<file path="config.mk">
export PLATFORM = sky130hd
export DESIGN_NAME = third_harmonic_uv_function
export DESIGN_NICKNAME = d
export VERILOG_FILES = /design/src/design/thuv_delay_timer.v /design/src/design/third_harmonic_uv_function.v
export VERILOG_INCLUDE_DIRS = /design/src /design/src/design
export SDC_FILE = /design/constraint.sdc
export NUM_CORES = 1
export LEC_CHECK = 0
export BUFFER_PORTS_ARGS = -buffer_cell sky130_fd_sc_hd__buf_2
export CAP_MARGIN = 20
export CELL_PAD_IN_SITES_DETAIL_PLACEMENT = 1
export CELL_PAD_IN_SITES_GLOBAL_PLACEMENT = 1
export CORE_UTILIZATION = 42
export CTS_CLUSTER_DIAMETER = 30
export DETAILED_ROUTE_END_ITERATION = 10
export PLACE_DENSITY_LB_ADDON = 0.3
export SYNTH_ARGS = -nofsm -noshare
export SYNTH_HDL_FRONTEND = slang
export SYNTH_SLANG_ARGS = --single-unit
</file>
<file path="constraint.sdc">
create_clock -name pclk -period 11.94 [get_ports pclk]
set_input_delay 2.388 -clock pclk [delete_from_list [all_inputs] [get_ports pclk]]
set_output_delay 2.388 -clock pclk [all_outputs]
set_load 0.02 [all_outputs]
</file>
<file path="src/design/thuv_defines.vh">
`ifndef THUV_DEFINES_VH
`define THUV_DEFINES_VH
// APB register byte offsets
`define REG_CTRL_OFF        8'h00
`define REG_LEVEL_OFF       8'h04
`define REG_DELAY_OFF       8'h08
`define REG_STATUS_OFF      8'h0C
`define REG_IRQ_STAT_OFF    8'h10
`define REG_IRQ_MASK_OFF    8'h14
// Field positions
`define CTRL_ON_BIT         0
`define STAT_START_BIT      0
`define STAT_TRIP_BIT       1
`define STAT_BLOCK_BIT      2
`define STAT_ON_BIT         3
`define IRQ_START_BIT       0
`define IRQ_TRIP_BIT        1
// Settings: reset values and limits
`define OPER_RST            1'b0
`define LEVEL_RST           7'd5
`define LEVEL_MIN           7'd2
`define LEVEL_MAX           7'd10
`define DELAY_RST           12'd30
`define DELAY_MIN           12'd1
`define DELAY_MAX           12'd3600
`define MASK_RST            2'h0
// Timing
`define CLK_FREQ_HZ         200000000
`define MIN_OPERATE_MS      50
`define MIN_OPERATE_CYC     ((`CLK_FREQ_HZ / 1000) * `MIN_OPERATE_MS)
`endif

</file>
<file path="src/design/thuv_delay_timer.v">
`timescale 1ns/1ps
`include "thuv_defines.vh"
// Definite-time stage: counts seconds while the undervoltage condition holds.
module thuv_delay_timer #(
  parameter integer SEC_CYCLES = `CLK_FREQ_HZ, // Clock cycles per second
  parameter integer MIN_CYCLES = `MIN_OPERATE_CYC // Least operate time in cycles
) (
  input  wire        pclk,      // Clock
  input  wire        presetn,   // Async reset, active low
  input  wire        run,       // Undervoltage condition, qualified
  input  wire [11:0] delay_sec, // Delay setting in seconds
  output reg         started_q, // Started status
  output reg         expired_q  // Delay expired status
);
  reg [31:0] sub_q;
  reg [11:0] sec_q;
  reg [31:0] tot_q;
  wire       sec_tick = (sub_q == SEC_CYCLES - 1);

  always @(posedge pclk or negedge presetn) begin
    if (!presetn) begin
      sub_q     <= 32'h0;
      sec_q     <= 12'h000;
      tot_q     <= 32'h0;
      started_q <= 1'b0;
      expired_q <= 1'b0;
    end else if (!run) begin
      sub_q     <= 32'h0;
      sec_q     <= 12'h000;
      tot_q     <= 32'h0;
      started_q <= 1'b0;
      expired_q <= 1'b0;
    end else begin
      started_q <= 1'b1;
      sub_q     <= sec_tick ? 32'h0 : sub_q + 32'h1;
      if (sec_tick && sec_q != 12'hFFF)
        sec_q <= sec_q + 12'h001;
      if (tot_q != 32'hFFFFFFFF)
        tot_q <= tot_q + 32'h1;
      // Both the set delay and the minimum operate time must have passed
      if (sec_q >= delay_sec && tot_q >= MIN_CYCLES - 1)
        expired_q <= 1'b1;
    end
  end
endmodule // thuv_delay_timer

</file>
<file path="src/design/third_harmonic_uv_function.v">
`timescale 1ns/1ps
`include "thuv_defines.vh"
//Contract
// Start while third harmonic below level
// Trip only after full delay elapsed
// Blocking input disables the function
// Delay counts only while below level
// Timing stage feeds separate decision stage
// Operation off/on, default off
// Start level 2..10 percent, default 5
// Delay 1..3600 seconds, default 30
// Upstream stage supplies third harmonic value
// Off, block or recovery clears everything; code clears timer, start and trip but not sticky irq status
// Minimum operate time 50 ms
module third_harmonic_uv_function #(
  parameter integer VW         = 16,              // Measurement width
  parameter [VW-1:0] FULL_SCALE = 16'd10000,      // Value equal to 100 percent
  parameter integer SEC_CYCLES = `CLK_FREQ_HZ,    // Cycles per second
  parameter integer MIN_CYCLES = `MIN_OPERATE_CYC // Least operate time in cycles
) (
  input  wire          pclk,                   // APB clock
  input  wire          presetn,                // Async reset, active low
  input  wire [7:0]    paddr,                  // APB address
  input  wire          psel,                   // APB select
  input  wire          penable,                // APB enable
  input  wire          pwrite,                 // APB direction
  input  wire [31:0]   pwdata,                 // APB write data
  output reg  [31:0]   prdata,                 // APB read data
  output reg           pready,                 // APB ready
  output reg           pslverr,                // APB error
  input  wire [VW-1:0] neutral_third_harmonic, // Third harmonic RMS value
  input  wire          block_in,               // External blocking, active high
  output reg           start_out,              // Start output
  output reg           trip_out,               // Trip output
  output reg           irq                     // Interrupt, active high level
);
  reg          oper_q;
  reg [6:0]    level_q;
  reg [11:0]   delay_q;
  reg [1:0]    irq_stat_q;
  reg [1:0]    irq_mask_q;
  reg          blk_m_q;
  reg          blk_s_q;
  reg          start_d1_q;
  reg          trip_d1_q;
  wire         started;
  wire         expired;
  wire [31:0]  thresh;
  wire         below;
  wire         run;
  wire         start_d;
  wire         trip_d;
  wire         acc;
  wire         wr;
  wire         rd;
  wire         err;
  reg  [31:0]  rdata_d;
  wire [1:0]   irq_set;
  reg  [1:0]   irq_clr;
  wire         hit_ctrl;
  wire         hit_level;
  wire         hit_delay;
  wire         hit_status;
  wire         hit_irq_stat;
  wire         hit_irq_mask;
  wire         we_ctrl;
  wire         we_level;
  wire         we_delay;
  wire         we_irq_stat;
  wire         we_irq_mask;
  wire [1:0]   irq_next;

  // Address match against one register offset
  function reg_hit;
    input [7:0] a;
    input [7:0] off;
    begin
      reg_hit = (a == off);
    end
  endfunction

  function [6:0] clamp_level;
    input [31:0] v;
    begin
      if (v[31:0] < {25'h0, `LEVEL_MIN})
        clamp_level = `LEVEL_MIN;
      else if (v[31:0] > {25'h0, `LEVEL_MAX})
        clamp_level = `LEVEL_MAX;
      else
        clamp_level = v[6:0];
    end
  endfunction

  function [11:0] clamp_delay;
    input [31:0] v;
    begin
      if (v[31:0] < {20'h0, `DELAY_MIN})
        clamp_delay = `DELAY_MIN;
      else if (v[31:0] > {20'h0, `DELAY_MAX})
        clamp_delay = `DELAY_MAX;
      else
        clamp_delay = v[11:0];
    end
  endfunction

  // Blocking comes from other logic with no clock relation assumed: synchronise
  always @(posedge pclk or negedge presetn) begin
    if (!presetn) begin
      blk_m_q <= 1'b0;
      blk_s_q <= 1'b0;
    end else begin
      blk_m_q <= block_in;
      blk_s_q <= blk_m_q;
    end
  end

  // Percent of full scale; 32-bit product leaves plenty of headroom
  assign thresh = ({16'h0, FULL_SCALE} * {25'h0, level_q}) / 32'd100;
  assign below  = ({{(32-VW){1'b0}}, neutral_third_harmonic} < thresh);
  assign run    = oper_q && !blk_s_q && below;

  thuv_delay_timer #(
    .SEC_CYCLES (SEC_CYCLES),
    .MIN_CYCLES (MIN_CYCLES)
  ) u_timer (
    .pclk      (pclk),
    .presetn   (presetn),
    .run       (run),
    .delay_sec (delay_q),
    .started_q (started),
    .expired_q (expired)
  );

  // Decision stage: the timer lags one cycle, so regate with the live terms
  assign start_d = started && run;
  assign trip_d  = expired && run;

  always @(posedge pclk or negedge presetn) begin
    if (!presetn) begin
      start_out  <= 1'b0;
      trip_out   <= 1'b0;
      start_d1_q <= 1'b0;
      trip_d1_q  <= 1'b0;
    end else begin
      start_out  <= start_d;
      trip_out   <= trip_d;
      start_d1_q <= start_d;
      trip_d1_q  <= trip_d;
    end
  end

  // APB: a request is taken in its first access cycle and answered by a
  // registered pready one cycle later, so every access has one wait state.
  // Read data is loaded when the request is taken, so it stands with pready.
  assign acc = psel && penable && !pready;
  assign rd  = acc && !pwrite;

  // Writes land only on the edge that also samples pready high; a master
  // that aborts before that edge leaves the settings untouched.
  assign wr  = psel && penable && pready && pwrite;

  // Address decode, shared by the error check and the write strobes
  assign hit_ctrl     = reg_hit(paddr, `REG_CTRL_OFF);
  assign hit_level    = reg_hit(paddr, `REG_LEVEL_OFF);
  assign hit_delay    = reg_hit(paddr, `REG_DELAY_OFF);
  assign hit_status   = reg_hit(paddr, `REG_STATUS_OFF);
  assign hit_irq_stat = reg_hit(paddr, `REG_IRQ_STAT_OFF);
  assign hit_irq_mask = reg_hit(paddr, `REG_IRQ_MASK_OFF);

  // Unmapped offsets answer with an error and change nothing
  assign err = !(hit_ctrl || hit_level || hit_delay ||
                 hit_status || hit_irq_stat || hit_irq_mask);

  // Write strobes per register; the status word is read only
  assign we_ctrl     = wr && hit_ctrl;
  assign we_level    = wr && hit_level;
  assign we_delay    = wr && hit_delay;
  assign we_irq_stat = wr && hit_irq_stat;
  assign we_irq_mask = wr && hit_irq_mask;

  // Handshake answer
  always @(posedge pclk or negedge presetn) begin
    if (!presetn) begin
      pready  <= 1'b0;
      pslverr <= 1'b0;
    end else begin
      pready  <= acc;
      pslverr <= acc && err;
    end
  end

  // Read mux; unused upper bits read as zero
  always @* begin
    rdata_d = 32'h0;
    case (paddr)
      `REG_CTRL_OFF: begin
        rdata_d[`CTRL_ON_BIT] = oper_q;
      end
      `REG_LEVEL_OFF: begin
        rdata_d[6:0] = level_q;
      end
      `REG_DELAY_OFF: begin
        rdata_d[11:0] = delay_q;
      end
      `REG_STATUS_OFF: begin
        rdata_d[`STAT_START_BIT] = start_out;
        rdata_d[`STAT_TRIP_BIT]  = trip_out;
        rdata_d[`STAT_BLOCK_BIT] = blk_s_q;
        rdata_d[`STAT_ON_BIT]    = oper_q;
      end
      `REG_IRQ_STAT_OFF: begin
        rdata_d[1:0] = irq_stat_q;
      end
      `REG_IRQ_MASK_OFF: begin
        rdata_d[1:0] = irq_mask_q;
      end
      default: begin
        rdata_d = 32'h0;
      end
    endcase
  end

  // Read data holds until the next read is taken
  always @(posedge pclk or negedge presetn) begin
    if (!presetn) begin
      prdata <= 32'h0;
    end else begin
      if (rd)
        prdata <= rdata_d;
    end
  end

  // Operation select; off keeps the whole path idle
  always @(posedge pclk or negedge presetn) begin
    if (!presetn) begin
      oper_q <= `OPER_RST;
    end else begin
      if (we_ctrl)
        oper_q <= pwdata[`CTRL_ON_BIT];
    end
  end

  // Start level; out-of-range writes are clamped, never refused
  always @(posedge pclk or negedge presetn) begin
    if (!presetn) begin
      level_q <= `LEVEL_RST;
    end else begin
      if (we_level)
        level_q <= clamp_level(pwdata);
    end
  end

  // Delay setting; changing it mid-count takes effect on the running count
  always @(posedge pclk or negedge presetn) begin
    if (!presetn) begin
      delay_q <= `DELAY_RST;
    end else begin
      if (we_delay)
        delay_q <= clamp_delay(pwdata);
    end
  end

  // Interrupt mask
  always @(posedge pclk or negedge presetn) begin
    if (!presetn) begin
      irq_mask_q <= `MASK_RST;
    end else begin
      if (we_irq_mask)
        irq_mask_q <= pwdata[1:0];
    end
  end

  // Rising edges of start and trip are the interrupt events
  assign irq_set = {trip_d && !trip_d1_q, start_d && !start_d1_q};

  // Write one to clear
  always @* begin
    irq_clr = 2'h0;
    if (we_irq_stat)
      irq_clr = pwdata[1:0];
  end

  // Set wins over a clear in the same cycle, so no event is lost
  assign irq_next = (irq_stat_q & ~irq_clr) | irq_set;

  always @(posedge pclk or negedge presetn) begin
    if (!presetn) begin
      irq_stat_q <= 2'h0;
    end else begin
      irq_stat_q <= irq_next;
    end
  end

  // Level interrupt follows the next status so it rises with the sticky bit
  always @(posedge pclk or negedge presetn) begin
    if (!presetn) begin
      irq <= 1'b0;
    end else begin
      irq <= |(irq_next & irq_mask_q);
    end
  end
endmodule // third_harmonic_uv_function

</file>
Word-level counts from Yosys, hierarchy flattened. Index checks and enable logic that the tools add are counted.

Bits of input ports: 62. Word-level logic and storage cells: 96. Register bits: 121. Output and inout port bits: 37.

Bitwise operators: 4. Reduce and logical (&&, ||, !) cells: 32. $lt $le $gt $ge: 7. Equality and inequality tests: 11. Add/subtract/negate cells: 3. Muxes and demuxes: 19. Multipliers: 1. Div/mod/pow operators: 1.

Operator list (number): $mux W32 (4); $add A32 B1 Y32 const B (2); $mux W12 (4); $div A21 B7 Y32 const B (1); $eq A32 B28 Y1 const B (1); $ge A32 B24 Y1 const B (1); $gt A32 B12 Y1 const B (1); $gt A32 B4 Y1 const B (1); $lt A16 B32 Y1 (1); $lt A32 B1 Y1 const B (1); $lt A32 B2 Y1 const B (1); $ne A32 B32 Y1 const B (1); $logic_and A1 B1 Y1 (19); $mul A10 B7 Y17 const A (1); $eq A8 B4 Y1 const B (2); $eq A8 B5 Y1 const B (2); $mux W7 (2); $add A12 B1 Y12 const B (1); $ge A12 B12 Y1 (1); $ne A12 B12 Y1 const B (1); $eq A8 B3 Y1 const B (1); $logic_not A8 Y1 (1); $logic_not A1 Y1 (6); $ne A2 B1 Y1 const B (3); 12 further kinds (19).

Longest topological paths before layout.
Word-level depth: 10. Gate-level depth with buffers: 64. Depth with buffers taken out: 54.

Hierarchy. From an unflattened synthesis, not the netlist that was laid out.

Cell total of the unflattened synthesis: 1291. Area, all modules: 10975.5 um^2.

By module, submodules not included: third_harmonic_uv_function (area each 6593.8 um^2, sequential area each 1083.5 um^2, cells each 810, times used 1); thuv_delay_timer (area each 4381.7 um^2, sequential area each 1951.9 um^2, cells each 481, times used 1).

Worst setup path before layout. OpenSTA, ideal clock, no wires.

Kind: register to register. Start: register level_q[2]. End: register u_timer.sub_q[19]. Arrival time: 12513 ps. Cell stages (with the launch flop): 60. Setup time: 80 ps. Slack: -654 ps. Period minus slack after synthesis: 12594 ps. Path buffers: 9. Cells stage by stage: dfstp_2 > buf_4 > clkinv_1 > ha_1 > ha_1 > inv_1 > fa_1 > inv_1 > fa_1 > ha_1 > buf_2 > a21oi_1 > o211ai_1 > and3_1 > or3_1 > a2111oi_2 > a311oi_2 > and2_1 > [24 not listed] > a211o_1 > o21ai_1 > inv_1 > ha_1 > nor2_1 > a2111oi_1 > o21bai_1 > mux2_1 > nor2_1 > or2_0 > nor2_1 > ha_1 > a21oi_1 > o21ai_0 > a31o_2 > buf_6 > buf_6 > nor3_2.

Cells in the longest elaborated chain, start to end: 5.

RTL lines: from (decl) (RTL line third_harmonic_uv_function.v:38) `reg [6:0] level_q;`; from (signal assigned) (RTL line third_harmonic_uv_function.v:246) `` level_q <= `LEVEL_RST; ``; from (signal assigned) (RTL line third_harmonic_uv_function.v:249) `level_q <= clamp_level(pwdata);`; $mul A10 B7 Y17 (RTL line third_harmonic_uv_function.v:118) `assign thresh = ({16'h0, FULL_SCALE} * {25'h0, level_q}) / 32'd100;`; $div A21 B7 Y32 (RTL line third_harmonic_uv_function.v:118); $lt A16 B32 Y1 (RTL line third_harmonic_uv_function.v:119) `assign below = ({{(32-VW){1'b0}}, neutral_third_harmonic} < thresh);`; $logic_and A1 B1 Y1 (RTL line third_harmonic_uv_function.v:120) `assign run = oper_q && !blk_s_q && below;`; $mux W32 (RTL line thuv_delay_timer.v:27) `end else if (!run) begin`; to (signal assigned) (RTL line thuv_delay_timer.v:35) `sub_q <= sec_tick ? 32'h0 : sub_q + 32'h1;`; to (decl) (RTL line thuv_delay_timer.v:15) `reg [31:0] sub_q;`.

Every way passes these cells. A chain may end at the register's enable or synchronous reset.

Worst setup path in the final report.
Start: register level_q[2]. End: register u_timer.sub_q[9].

Same word-level chain as after synthesis.

==> results.md <==
- Cell accounting for the most synthesized area: dfrtp_1
- Synth warn: 0
- Async S/R FF share, synth: 100.0%
- Core area: 27180 µm²
- Initial antenna violation count: 1
- Final wirelength: about 50000 µm
- Cell mode on critical path: buf_6
- Int Power: 2.580 mW
- Hold Path Depth: 0
- DRT Pass-1 Iters: 5
- Period utilisation layout: 110.3%
- Die Y: around 170 µm
- R2R Setup Slk: -1.23 ns
- Final Hold Fails: 0
- Slowest stage cell on the critical path: dfstp_2
- Layout Skew: 0.01953 ns
- Routability cong.: 0.8956
- Crit path max fanout: 8
- Antenna violation net count after detailed routing: 0
- Flop pwr share: 8.6%
- RR Endpoint: u_timer.sub_q[9]
- First-pass GRT wire length: 72280 µm
- Clock share of power: between 10% and 20%
- Setup WS post-layout: -1.230 ns
- Worst hold slack: 0.3665 ns
- Post-Syn Area: ~12000 µm²
- Via count: 13180
- Crit path launch type: register
- Setup crit start: level_q[2]
- Iteration-0 DRC count of the detailed router: approximately 860
- N_diodes: 0
- EDFF count, synth: 0
- Max stage delay on crit path: around 0.62 ns
- Post-route minimum period: approximately 13 ns
- P_sw: ~2.3 mW
- Crit end category: register
- Post-synth top cells: nor2_1 (166), nand2_1 (130), dfrtp_1 (115)
- Area share of the largest cell type after synthesis: approximately a quarter
- PwrDens: a little under 300 nW/µm²
- Syn Area/Cell: about 8.4 µm²
- HP Class: reg -> reg
- Sw frac: a little under half
- Slew margin rel.: a little under a third
- Nets: roughly 1900
- RSZ-0062 raised after global routing: true
- Routing usage on met3: 3.731%
- Reg-to-Reg Start: level_q[2]
- Vias per inst: about 6.2
- Maximum VDD drop: 0.3599 mV
- Grt met2 use: 59.08%
- # fillers: about 3100
- Sequential area share after synthesis: 25.84%
- Storage element area: 3037 µm²
- Clock-pin slew on the worst setup and hold paths: 0.07 ns
- H-tree depth: 4
- Mapped Cells: roughly 1400
- Worst-margin pin slew: 1.037 ns
- Outcome: complete, but fails checks
- Clock Root Buffer: clkbuf_16
- Final HPWL DP: 29510 µm
- GRT Total Usage: approximately a third
- Grt peak-use layer: met2
- FF+latch count, synth: roughly 120
- Critical path endpoint: u_timer.sub_q[9]
- CTS buffer count: 17
- Largest net degree at the start of global routing: 73
- Top cells by area, synth: dfrtp_1 (24%), ha_1 (7.5%), nor2_1 (5.3%)
- Failing checks: setup timing
- Num rows: 60
- DRC Markers: 0
- CTS tree: built
- Post-synth top flop: dfrtp_1
- Area of the multi-input gates: 9368 µm²
- Vias in the first global route: 13630
- PortBufs: 78
- Critical path data arrival time: ~14 ns
- Wire per inst: roughly 24 µm
- Max Root-Sink Buffers: 2
- LEAKAGE: 7.074 nW
- Slew Limit Fails: 0
- Critical path class: reg -> reg
- Die Wd: between 150 and 200 µm
- Final setup TNS: -90.98 ns
- Boundary pin count: 99
- Max frequency: roughly 76 MHz
- Final setup viols: 83
- Gr ovfl total: 0
- Synth cell types: about 120
- Area grow syn2layout: 41.02%
- Routing usage on met1: 35.74%
- Worst endpoint required time: ~12 ns
- Die area: 28640 µm²
- Share of cells above drive strength 1: about 39%
- Initial Util: between 40% and 50%
- Top-count cell post-synth: nor2_1
- Max Cap Viol: 0
- Clk Latency, worst-skew pair: between 0.4 and 0.5 ns
- Combinational Power Share: 81.2%
- Cells on worst reg2reg path: 59
- Clk sinks: 121
==> cell type report <==
class	count	area share, %
inverters	60	1.458
flip-flops and latches	121	18.33
clock inverters	13	0.7780
clock buffers	19	2.613
repair buffers	384	17.46
multi-input cells	1162	56.55
well taps	372	2.810
==> metal layers <==
layer,part of all wire [%],vias up,wire [µm]
met4,5.9,2,3024
met3,4.3,248,2203
met5,0.025,-,13
met1,37,6599,19000
met2,53,558,26860
li1,-,5775,-
==> critical path: cells and delay by family (launching register included) <==
kind,cells,cell delay [ns]
buf+inv,13,1.75
simple gates,8,1.46
compound gates,29,6.37
flops,1,0.62
fa+ha+maj,7,2.24
xor+xnor,2,0.55
==> power groups by stage <==
stage	Combinational (mW)	Clock (mW)	Sequential (mW)
after detailed placement	2.74	0	0.425
after CTS	3.10	0.501	0.418
final	3.96	0.502	0.418
after global routing	4.15	0.523	0.418
after global placement	2.63	0	0.424
after floorplan	1.64	0	0.426
==> cells by family after synthesis <==
kind of cell	after synthesis	synth area share (%)
AND/OR/NAND/NOR	574	24.45
other	1	0.03193
multiplexers	27	2.599
flip-flops	121	25.84
XOR/XNOR	100	8.415
adder cells (fa/ha/maj)	79	8.905
AO/OA/AOI/OAI	359	23.34
buffers and inverters	136	6.423
==> flip-flops by register name (all words and copies together), names as in the netlist <==
name	cells
blk_m_q	1
blk_s_q	1
delay_q	12
irq	1
irq_mask_q	2
irq_stat_q	2
level_q	7
oper_q	1
prdata	12
pready	1
pslverr	1
start_d1_q	1
trip_d1_q	1
u_timer.expired_q	1
u_timer.sec_q	12
u_timer.started_q	1
u_timer.sub_q	32
u_timer.tot_q	32
==> through the flow <==
stage	worst slack, ns	power, mW	utilization (%)	cells	cell area, µm²
2_1_floorplan	0.007519	2.070	-	1416	12240
3_3_place_gp	-0.3694	3.050	52.74	2025	14330
3_5_place_dp	-0.8768	3.160	52.74	2025	14330
4_1_cts	-0.2039	4.021	58.31	2104	15850
5_1_grt	-1.525	5.087	60.95	2131	16560
6_report	-1.230	4.885	60.95	2131	16560
==> layout by cell type (no fill, tap or decap), types with 18 or more instances in the layout <==
cell type / count
nand3_1: 47
nor4_1: 24
xnor2_1: 48
conb_1: 20
o21ai_0: 50
buf_6: 25
nor2_1: 137
nor2_4: 19
a21oi_1: 50
xor2_1: 39
inv_1: 49
nand2_1: 125
buf_2: 77
and3_1: 21
ha_1: 59
buf_4: 273
nor3_1: 30
clkbuf_16: 18
dfrtp_1: 114
nand4_1: 22
==> worst min path at each step <==
stage,start,end
final,blk_m_q,blk_s_q
after floorplan,blk_m_q,blk_s_q
after CTS,blk_m_q,blk_s_q
after detailed placement,blk_m_q,blk_s_q
after global placement,blk_m_q,blk_s_q
after global routing,blk_m_q,blk_s_q
==> what timing repair did <==
| action | CTS | global route |
|---|---|---|
| endpoints found under the setup margin | 83 | 83 |
| hold buffers | 0 | 0 |
| pin swaps | 45 | 74 |
| gates cloned | 5 | 1 |
| setup buffers | 43 | 30 |
| gates resized for setup | 102 | 117 |
No activity file was read; power rests on OpenSTA's default activity.
